## config.mk

```make
export PLATFORM = sky130hd
export DESIGN_NAME = thermal_throttle_control
export DESIGN_NICKNAME = d
export VERILOG_FILES = /design/src/core/thermal_pkg.sv /design/src/core/thermal_throttle_control.sv
export SDC_FILE = /design/constraint.sdc
export NUM_CORES = 1
export LEC_CHECK = 0
export ABC_CLOCK_PERIOD_IN_PS = 2300
export BUFFER_PORTS_ARGS = -buffer_cell sky130_fd_sc_hd__buf_2
export CAP_MARGIN = 25
export CORE_MARGIN = 4
export CORE_UTILIZATION = 51
export DETAILED_ROUTE_END_ITERATION = 16
export HOLD_SLACK_MARGIN = 0.1
export PLACE_DENSITY = 0.79
export SYNTH_ARGS = -nofsm -noshare
export SYNTH_HDL_FRONTEND = slang
export SYNTH_SLANG_ARGS = --single-unit
```

## constraint.sdc

```tcl
create_clock -name sys_clk -period 2.3 [get_ports sys_clk]
set_input_delay 0 -clock sys_clk [delete_from_list [all_inputs] [get_ports sys_clk]]
set_output_delay 0 -clock sys_clk [all_outputs]
set_load 0.03 [all_outputs]
```

## src/core/thermal_pkg.sv

```systemverilog
// Shared constants and carrier types for the thermal throttle controller
package thermal_pkg;
   // Clock and timing
   localparam int CLK_PERIOD_NS = 50;
   // One modulation slot of the clock gating pattern, in ns
   localparam int MOD_SLOT_NS = 1000;
   // Longest time rounds down, never below one cycle
   localparam int MOD_SLOT_CYC = (MOD_SLOT_NS / CLK_PERIOD_NS) < 1 ? 1 :
      (MOD_SLOT_NS / CLK_PERIOD_NS);
   localparam int DIV_W = 8;
   localparam logic [DIV_W-1:0] DIV_LAST = DIV_W'(MOD_SLOT_CYC - 1);

   // Operating point code width, larger code means faster and hotter
   localparam int OP_W = 4;
   // Duty width: on-slots out of eight per modulation period
   localparam int DUTY_W = 3;
   localparam logic [DUTY_W-1:0] DUTY_AUTO = 3'h4;
   localparam logic [DUTY_W-1:0] DUTY_ZERO = 3'h0;

   // Register byte addresses
   localparam int ADDR_W = 8;
   localparam logic [ADDR_W-1:0] OFF_OD_CTRL = 8'h00;
   localparam logic [ADDR_W-1:0] OFF_MODE = 8'h04;
   localparam logic [ADDR_W-1:0] OFF_OP_REQ = 8'h08;
   localparam logic [ADDR_W-1:0] OFF_OP_TGT = 8'h0C;
   localparam logic [ADDR_W-1:0] OFF_STATUS = 8'h10;
   localparam logic [ADDR_W-1:0] OFF_IRQ_STAT = 8'h14;
   localparam logic [ADDR_W-1:0] OFF_IRQ_MASK = 8'h18;

   // Field positions
   localparam int F_OD_DUTY_LO = 1;
   localparam int F_OD_EN = 4;
   localparam int F_AUTO_EN = 0;
   localparam int F_VARIANT = 1;
   localparam int F_ST_TCC = 0;
   localparam int F_ST_HOT = 1;
   localparam int F_ST_CLK = 2;
   localparam int F_ST_DEFER = 3;
   localparam int F_ST_OP_LO = 8;

   // Interrupt events
   localparam int IRQ_N = 3;
   localparam int EV_TCC_ON = 0;
   localparam int EV_TCC_OFF = 1;
   localparam int EV_DEFER = 2;

   // Automatic variant select
   typedef enum logic {
      VAR_CLOCK_MOD,
      VAR_OP_POINT
   } variant_e;

   // Avalon-MM request from the master
   typedef struct packed {
      logic [ADDR_W-1:0] address;
      logic read;
      logic write;
      logic [31:0] writedata;
   } avs_req_s;

   // Avalon-MM answer to the master
   typedef struct packed {
      logic waitrequest;
      logic [31:0] readdata;
   } avs_rsp_s;
endpackage

```

## src/core/thermal_throttle_control.sv

```systemverilog
// Thermal throttle controller with Avalon-MM register slave
module thermal_throttle_control
   import thermal_pkg::*;
(
   input wire logic sys_clk,
   input wire logic rst,
   input wire logic trip_in,
   input wire logic ext_irq,
   input wire logic snoop_req,
   input wire avs_req_s avs_req,
   output avs_rsp_s avs_rsp,
   output logic core_clk_en,
   output logic [OP_W-1:0] op_point,
   output logic op_change,
   output logic tcc_active,
   output logic irq_service,
   output logic snoop_ack,
   output logic irq
);

   ////////////////////////////////////////////////////////////////////
   // State
   typedef struct packed {
      logic trip_s1; // First sync stage, read only by second
      logic trip_s2;
      logic xirq_s1;
      logic xirq_s2;
      logic snp_s1;
      logic snp_s2;
      logic od_en; // On-demand enable
      logic [DUTY_W-1:0] od_duty; // On-demand on-slots
      logic auto_en; // Automatic mode enable
      variant_e variant; // Automatic variant
      logic [OP_W-1:0] sw_req; // Last software request
      logic [OP_W-1:0] tgt; // Thermal target point
      logic [OP_W-1:0] op; // Applied operating point
      logic op_chg;
      logic thermal_control_circuit;
      logic clk_en;
      logic [DIV_W-1:0] div; // Slot prescaler
      logic [DUTY_W-1:0] phase; // Slot within period
      logic irq_pend; // Latched external interrupt
      logic irq_srv;
      logic snp_ack;
      logic [IRQ_N-1:0] ist; // Sticky event status
      logic [IRQ_N-1:0] imask;
      logic irq;
      logic wait_n; // Low for the one answer cycle
      logic [31:0] rdata;
   } state_s;

   state_s s_q; // Registered state
   state_s s_d; // Next state

   // Combinational helpers
   logic auto_hot; // Automatic mode sees trip
   logic gate_on; // Clock gating in effect
   logic op_thr; // Operating point throttling in effect
   logic [DUTY_W-1:0] duty; // Chosen on-slot count
   logic [OP_W-1:0] op_goal; // Where the operating point should be
   logic acc; // Bus access completes this edge
   logic wr_acc;
   logic [IRQ_N-1:0] ev; // Events this cycle
   logic [31:0] rd_mux;

   ////////////////////////////////////////////////////////////////////
   // Next-state logic
   always_comb begin
      s_d = s_q;
      // Sync stages: first stage feeds only the second
      s_d.trip_s1 = trip_in;
      s_d.trip_s2 = s_q.trip_s1;
      s_d.xirq_s1 = ext_irq;
      s_d.xirq_s2 = s_q.xirq_s1;
      s_d.snp_s1 = snoop_req;
      s_d.snp_s2 = s_q.snp_s1;

      // fixed trip
      // Threshold lives in the analog comparator, nothing here to program
      // trip gated activation
      auto_hot = s_q.auto_en && s_q.trip_s2;
      gate_on = (auto_hot && s_q.variant == VAR_CLOCK_MOD) ||
         (!auto_hot && s_q.od_en);
      op_thr = auto_hot && s_q.variant == VAR_OP_POINT;
      if (auto_hot) begin
         duty = DUTY_AUTO;
      end else if (s_q.od_duty == DUTY_ZERO) begin
         // Zero code would starve the core, treat as half duty
         duty = DUTY_AUTO;
      end else begin
         duty = s_q.od_duty;
      end

      s_d.thermal_control_circuit = auto_hot || s_q.od_en;

      if (s_q.div == DIV_LAST) begin
         s_d.div = '0;
         s_d.phase = s_q.phase + 1'b1;
      end else begin
         s_d.div = s_q.div + 1'b1;
      end
      if (!gate_on) begin
         // Restart pattern so each throttle episode begins clocked
         s_d.div = '0;
         s_d.phase = '0;
      end
      s_d.clk_en = !gate_on || (s_d.phase < duty);

      if (op_thr && s_q.tgt < s_q.sw_req) begin
         op_goal = s_q.tgt;
      end else begin
         op_goal = s_q.sw_req;
      end
      s_d.op = op_goal;
      s_d.op_chg = op_goal != s_q.op;

      // interrupts wait for running clocks
      // A request level held over several cycles is served again;
      // the latch keeps no count, only that something is pending
      s_d.irq_srv = 1'b0;
      if (s_q.xirq_s2) begin
         s_d.irq_pend = 1'b1;
      end
      if (s_q.irq_pend && s_q.clk_en && !s_q.irq_srv) begin
         s_d.irq_srv = 1'b1;
         s_d.irq_pend = s_q.xirq_s2;
      end
      s_d.snp_ack = s_q.snp_s2;

      // Avalon: answer one cycle after the request appears.
      // Waitrequest idles high and drops for exactly one cycle; the
      // master holds its request until it sees it low, so the access
      // completes on that edge and no earlier. Acting on the first
      // edge would land writes while waitrequest still says wait.
      acc = (avs_req.read || avs_req.write) && !s_q.wait_n;
      wr_acc = acc && avs_req.write;
      // Drop for one cycle, then back high even if the request stays
      s_d.wait_n = !((avs_req.read || avs_req.write) && s_q.wait_n);
      rd_mux = '0;
      case (avs_req.address)
         OFF_OD_CTRL: begin
            rd_mux[F_OD_EN] = s_q.od_en;
            rd_mux[F_OD_DUTY_LO +: DUTY_W] = s_q.od_duty;
         end
         OFF_MODE: begin
            rd_mux[F_AUTO_EN] = s_q.auto_en;
            rd_mux[F_VARIANT] = s_q.variant;
         end
         OFF_OP_REQ: rd_mux[OP_W-1:0] = s_q.sw_req;
         OFF_OP_TGT: rd_mux[OP_W-1:0] = s_q.tgt;
         OFF_STATUS: begin
            rd_mux[F_ST_TCC] = s_q.thermal_control_circuit;
            rd_mux[F_ST_HOT] = s_q.trip_s2;
            rd_mux[F_ST_CLK] = s_q.clk_en;
            rd_mux[F_ST_DEFER] = op_thr && (s_q.sw_req > s_q.tgt);
            rd_mux[F_ST_OP_LO +: OP_W] = s_q.op;
         end
         OFF_IRQ_STAT: rd_mux[IRQ_N-1:0] = s_q.ist;
         OFF_IRQ_MASK: rd_mux[IRQ_N-1:0] = s_q.imask;
         // Unmapped reads give zero
         default: rd_mux = '0;
      endcase
      // Read data is captured as waitrequest drops, so it stands in
      // the answer cycle and is zero at every other time
      s_d.rdata = (avs_req.read && s_q.wait_n) ? rd_mux : '0;

      // Events; status bit set wins over a same-cycle clear
      ev = '0;
      ev[EV_TCC_ON] = s_d.thermal_control_circuit && !s_q.thermal_control_circuit;
      ev[EV_TCC_OFF] = !s_d.thermal_control_circuit && s_q.thermal_control_circuit;
      ev[EV_DEFER] = 1'b0;

      if (wr_acc) begin
         case (avs_req.address)
            OFF_OD_CTRL: begin
               s_d.od_en = avs_req.writedata[F_OD_EN];
               s_d.od_duty = avs_req.writedata[F_OD_DUTY_LO +: DUTY_W];
            end
            OFF_MODE: begin
               s_d.auto_en = avs_req.writedata[F_AUTO_EN];
               s_d.variant = variant_e'(avs_req.writedata[F_VARIANT]);
            end
            OFF_OP_REQ: begin
               s_d.sw_req = avs_req.writedata[OP_W-1:0];
               ev[EV_DEFER] = op_thr &&
                  (avs_req.writedata[OP_W-1:0] > s_q.tgt);
            end
            OFF_OP_TGT: s_d.tgt = avs_req.writedata[OP_W-1:0];
            OFF_IRQ_STAT: begin
               s_d.ist = s_q.ist & ~avs_req.writedata[IRQ_N-1:0];
            end
            OFF_IRQ_MASK: s_d.imask = avs_req.writedata[IRQ_N-1:0];
            // Unmapped and read-only writes are dropped
            default: ;
         endcase
      end
      s_d.ist = s_d.ist | ev;
      s_d.irq = |(s_d.ist & s_d.imask);
   end

   ////////////////////////////////////////////////////////////////////
   // State register; leaves automatic mode to firmware
   always_ff @(posedge sys_clk) begin
      if (rst) begin
         s_q <= '0;
         s_q.clk_en <= 1'b1;
         s_q.wait_n <= 1'b1;
         s_q.variant <= VAR_CLOCK_MOD;
      end else begin
         s_q <= s_d;
      end
   end

   // Outputs straight from the state flops
   assign avs_rsp.waitrequest = s_q.wait_n;
   assign avs_rsp.readdata = s_q.rdata;
   assign core_clk_en = s_q.clk_en;
   assign op_point = s_q.op;
   assign op_change = s_q.op_chg;
   assign tcc_active = s_q.thermal_control_circuit;
   assign irq_service = s_q.irq_srv;
   assign snoop_ack = s_q.snp_ack;
   assign irq = s_q.irq;
endmodule

```

==> impl_metrics.tcl, run 1 <==
set metrics [dict create \
    clockBufferDepth 2 \
    finalCritPeriodShare_pct 96.3 \
    start_kind "input pin" \
    p_leak_nw 1.44 \
    min-delay-path-class "in2reg" \
    core_um2 5570 \
    layout-drive-gt1-share_pct 19.8 \
    cts_tree "built" \
    setup_viol 0 \
    multiInputGateArea_um2 1500 \
    peakVddDrop_mv 0.408 \
    start_util_pct 53.2 \
    drt-initial-drc-count 126 \
    r2r_slack_ns 0.10 \
    async_flop_share_pct 0 \
    grtUsageTotal_pct 18.0 \
    yosysTopAreaCellShare_pct 39.2 \
    final_area_um2 3420 \
    num_antenna_cells 0 \
    cts-htree-levels 3 \
    drt_first_pass_iters 5 \
    dieArea_um2 7100 \
    min_period_ns 2.21 \
    cts_root_buf "clkbuf_8" \
    grt_util_met1_pct 20.5 \
    grt_use_met2_pct 30.8 \
    crit_fanout 15 \
    status "finished, final reports clean" \
    wirelength_mm 6.14 \
    worstSetupEndpointType "register" \
    wl_per_cell_um 14.1 \
    relSlewSlack_pct 62.6 \
    viasPerCell 5.12 \
    fill_cells 478 \
    yosys.cell_types.count 51 \
    ys.flop_type "dfxtp_1" \
    power.total_mw 2.32 \
    vias 2233 \
    setup_ws_ns 0.0858 \
    ant_nets 0 \
    finalClockSkew_ns 0.00548 \
    antenna_found_initial 0 \
    grt_max_degree 27 \
    maxSlewViolCount 0 \
    grt_use_met3_pct 7.46 \
    cts.clk_slew.worst_paths_ns 0.07 \
    area_growth_pct 15.4 \
    grt_busiest_layer "met2" \
    synth_common_cells "dfxtp_1, buf_4, nor2_1" \
    ys_warn_count 0 \
    synth_seq_cells 58 \
    ys_seq_area_share_pct 39.2 \
    row_count 27 \
    tightest_slew_ns 0.556 \
    grt_pass1_wl_mm 10.2 \
    synth_area_leader_cell "dfxtp_1" \
    synth.most_common_cell "dfxtp_1" \
    hold_violations 0 \
    drc 0 \
    synth_area_um2 2970 \
    die_x_um 84.3 \
    pre_cts_slack_ns 0.235 \
    p_per_area_nw_per_um2 679 \
    fp.dieH_um 84.3 \
    grt_pass1_vias 2212 \
    dp.cells 401 \
    synth_area_leaders "dfxtp_1, buf_4, mux2i_1, ha_1, nor2_1" \
    numCtsBuffers 9 \
    io_buffers 39 \
    clock_latency_ns 0.33 \
    worst_hold_slack_ns 0.136 \
    place.gp.congestion 0.813 \
    maxCapViolations 0 \
    fin_setup_tns_ns 0 \
    stdcell_count 436 \
    place_area_um2 2980 \
    grt_overflow 0 \
    io_pins 90 \
    critical_path_required_ns 2.58 \
    regArea_um2 1160 \
    finish.utilization_pct 61.4 \
    finalNetCount 419 \
    arrival_ns 2.49 \
    critPathKind "in2reg" \
    synth_edf_count 0 \
    synth_cells 315 \
    cts.sinks 58 \
    dp_hpwl_mm 4.28 \
    fmaxAchievable_mhz 452 \
    avgSynthCellArea_um2 9.41 \
]
[cell usage in the layout (no fill, tap or decap), drive strengths merged, types with 2 or more instances in the layout]
master / n
conb: 23
bufinv: 3
dlygate4sd3: 17
dfxtp: 58
a22oi: 2
nor3b: 4
nor2: 39
nand4: 3
nand2: 19
a41o: 2
xor2: 8
and2: 6
xnor2: 4
and4: 3
o21ai: 5
mux2i: 21
buf: 43
o211ai: 2
nor3: 9
inv: 6
a21oi: 15
ha: 12
clkbuf: 11
nor4: 3
nor2b: 14
nand3: 9
a222oi: 2
nand2b: 4
nor4b: 2
[kinds of logic (layout without fill, tap and decap cells)]
family          Yosys count  after routing  share of synthesized area, %
other cells               1             23                         0.126
fa+ha+maj                12             12                          5.06
flops                    58             58                          39.2
mux                      21             21                          7.09
simple gates            119            119                          23.0
xor+xnor                 12             12                          3.54
compound gates           37             37                          8.82
buf+inv                  55             82                          13.2
[power by group]
group / switching, mW / internal (mW)
logic: 0.119 / 0.0541
clock network: 0.394 / 0.741
registers: 0.00304 / 1.01
[path summary, 6_finish.rpt]
kind	from	end	cells after the start
setup / recovery	rst	avs_rsp[3]	7
hold / removal	avs_req[37]	avs_rsp[4]	2
setup reg to reg	s_q[64]	avs_rsp[3]	7
hold reg to reg	s_d[75]	s_d[40]	1
[final cells by class]
type | count | area share, %
Multi-Input combinational cell | 224 | 43.9
Tap cell | 72 | 2.63
Clock buffer | 10 | 4.02
Clock inverter | 5 | 3.00
Sequential cell | 58 | 34.0
Inverter | 6 | 0.658
Timing Repair Buffer | 61 | 11.8
[sequential cells by signal (all words and copies together) (netlist names)]
name and count:
avs_rsp 10, irq_service 1, snoop_ack 1, op_change 1, tcc_active 1, core_clk_en 1, s_q 34, s_d 4
irq 1, op_point 4
[layer usage]
metal	wire [µm]	vias to the layer above
met5	0	-
met4	85	0
met3	422	10
met2	3160	66
met1	2470	1046
li1	-	1111
[worst max-delay path, stage by stage]
cell and delay [ns]:
dlygate4sd3_1 0.53, clkbuf_4 0.22, nor2b_4 0.15, nand4_1 0.11, dlygate4sd3_1 0.62, a2111oi_2 0.27, dlygate4sd3_1 0.58
[what timing repair did]
item / 4_1_cts / 5_1_grt
endpoints found under the hold margin: 35 / 0
resized for setup: 0 / 4
hold buffers: 17 / 0
setup buffers: 0 / 3
endpoints found under the setup margin: 0 / 1
(Power assumes the default switching activity.)
==> inputs of run 2 (changes only) <==
ABC_AREA = 1   (was default)
REMOVE_ABC_BUFFERS = 1   (was default)
==> impl_metrics.tcl, run 2 <==
set metrics [dict create \
    start_util_pct 53.7 \
    min_period_ns 2.03 \
    synth_area_leaders "dfxtp_1, buf_4, nand2_1, inv_1, nor2_1" \
    critPathMaxStageDelay_ns 0.36 \
    grt_overflow 0 \
    grt_pass1_vias 2439 \
    cts.sinks 58 \
    maxCapViolations 0 \
    ys_warn_count 0 \
    synth_area_leader_cell "dfxtp_1" \
    clockBufferDepth 2 \
    yosys.area_share.simple_pct 26.7 \
    vias 2555 \
    finish.utilization_pct 60.9 \
    status "finished, final reports clean" \
    peakVddDrop_mv 0.377 \
    synth_cells 406 \
    rsz0062_at_grt "no" \
    final_area_um2 3420 \
    synth.most_common_cell "nand2_1" \
    yosysTopAreaCellShare_pct 38.5 \
    drt-initial-drc-count 135 \
    cts-htree-levels 3 \
    stdcell_count 528 \
    worst_hold_slack_ns 0.182 \
    viasPerCell 4.84 \
    power.switching_mw 0.520 \
    crit_top_cell "nand2_1" \
    grt_max_degree 18 \
    cts_setup_buffers 0 \
    place.gp.congestion 0.920 \
    mostFrequentLayoutCells "nand2_1, dfxtp_1, inv_1, nor2_1, buf_2" \
    arrival_ns 2.26 \
    cts.clk_slew.worst_paths_ns 0.07 \
    synth_seq_cells 58 \
    numCtsBuffers 9 \
    post_cts_resized 0 \
    p_leak_nw 1.60 \
    ys_seq_area_share_pct 38.5 \
    ys.flop_type "dfxtp_1" \
    critical_path_required_ns 2.53 \
    combinationalPowerShare_pct 8.0 \
    synthMuxAreaShare_pct 0 \
    worstSetupEndpointType "register" \
    dieArea_um2 7200 \
    drt_first_pass_iters 4 \
    yosys.cell_types.count 39 \
    maxSlewViolCount 0 \
    async_flop_share_pct 0 \
    wl_per_cell_um 11.9 \
    cts_tree "built" \
    hold_violations 0 \
    post_synth_fa_ha_maj_area_fraction_pct 4.98 \
    finalCritPeriodShare_pct 88.3 \
    avgSynthCellArea_um2 7.42 \
    crit_fanout 5 \
    grt_pass1_wl_mm 10.8 \
    drc 0 \
    p_per_area_nw_per_um2 601 \
    place_area_um2 3100 \
    power.total_mw 2.05 \
    pwr-share-clk_pct 42.5 \
    top_layer_used "met4" \
    start_kind "register" \
    row_count 27 \
    critPathTopFamily "simple AND/OR/NAND/NOR gates" \
    dp_hpwl_mm 4.79 \
    clock_latency_ns 0.33 \
    io_pins 90 \
    synth_xor_area_share_pct 0.872 \
    synth_compound_area_share_pct 11.0 \
    pre_cts_slack_ns 0.276 \
    critPathKind "reg2reg" \
    cts_root_buf "clkbuf_8" \
    layout-drive-gt1-share_pct 17.8 \
    fmaxAchievable_mhz 492 \
    fill_cells 530 \
    internal_power_mw 1.54 \
    wirelength_mm 6.27 \
    drt-met1-wl_mm 2.80 \
    min-delay-path-class "in2reg" \
    met3_length_um 405 \
    io_buffers 39 \
    synth_common_cells "nand2_1, dfxtp_1, inv_1, nor2_1, buf_4" \
    setup_viol 0 \
    slowest_stage "dfxtp_1" \
    fp.dieH_um 84.9 \
    synth_top_family_by_area "simple AND/OR/NAND/NOR gates" \
    area_growth_pct 13.4 \
    setup_ws_ns 0.269 \
    largest_register_ff_count 34 \
    die_x_um 84.9 \
    met2_length_mm 2.95 \
    core_um2 5610 \
    dp.cells 499 \
    cp_num_buf_inv 1 \
    final_common_cell "nand2_1" \
    synth_area_um2 3010 \
    finalClockSkew_ns 0.00686 \
    antenna_found_initial 0 \
    finalNetCount 510 \
    grtUsageTotal_pct 18.6 \
    fin_setup_tns_ns 0 \
    p_sw_share_pct 25.3 \
    regMostFlops "s_q" \
    crit_chain "ha_1 -> nor3b_1 -> nand2_1 -> nor3_1 -> nor2_1 -> ha_1 -> nand2_1 -> inv_1 -> nand2_1 -> nand2_1 -> nand2_1" \
    pwr-share-seq_pct 49.5 \
    num_antenna_cells 0 \
    ant_nets 0 \
    synth_edf_count 0 \
]
==> run 2: changes by cell type after synthesis, sizes merged, moves of 4 or more <==
cell / previous run / this run
a21oi: 15 / 22
o21ai: 5 / 27
inv: 6 / 58
nand2: 19 / 73
buf: 43 / 38
nor2: 39 / 56
nand3: 9 / 23
nor2b: 14 / 0
nand2b: 4 / 0
and2: 6 / 0
mux2i: 21 / 0
xor2: 8 / 2
==> run 2: final timing paths <==
path              depth (start not counted)         from          end  slack, ns
setup / recovery                         11      s_q[46]  core_clk_en       0.27
setup reg to reg                         11      s_q[46]  core_clk_en       0.27
hold reg to reg                           2      s_d[75]      s_d[40]       0.40
hold / removal                            4  avs_req[36]   avs_rsp[4]       0.18
==> run 2: metal layers <==
layer  global-route usage [%]  vias to the layer above
li1                         -                     1329
met2                     30.8                       90
met1                     22.8                     1127
met5                        0                        -
met4                     9.35                        0
met3                     3.98                        9
==> run 2: power by group through the flow <==
stage / clock network [mW] / registers, mW / logic (mW)
after global routing: 0.938 / 1.02 / 0.180
final: 0.873 / 1.02 / 0.165
after floorplan: 0 / 1.05 / 0.0922
after CTS: 0.891 / 1.02 / 0.163
after detailed placement: 0 / 1.04 / 0.148
after global placement: 0 / 1.04 / 0.145
==> run 2: cell families after synthesis <==
group	Yosys count
compound gates	59
flops	58
other cells	1
buf+inv	101
simple gates	172
xor+xnor	3
fa+ha+maj	12
==> run 2: repair_timing <==
item                                   CTS  global route
endpoints found under the hold margin   35             0
hold buffers                            13             0
setup endpoints to repair                0             0
==> run 2: cell type report <==
cell class,count,area (µm²),share of cell area (%)
Clock buffer,12,165,4.83
Clock inverter,4,25.0,0.732
Inverter,59,235,6.88
Multi-Input combinational cell,269,1400,41.0
Sequential cell,58,1160,34.0
Tap cell,72,90.1,2.64
Timing Repair Buffer,54,340,9.96
==> run 2: worst reg2reg max path, cell delays in order (launching register included) <==
cell and delay, ns:
dfxtp_1 0.36, ha_1 0.19, nor3b_1 0.32, nand2_1 0.19, nor3_1 0.25, nor2_1 0.09
ha_1 0.30, nand2_1 0.05, inv_1 0.04, nand2_1 0.04, nand2_1 0.05, nand2_1 0.04
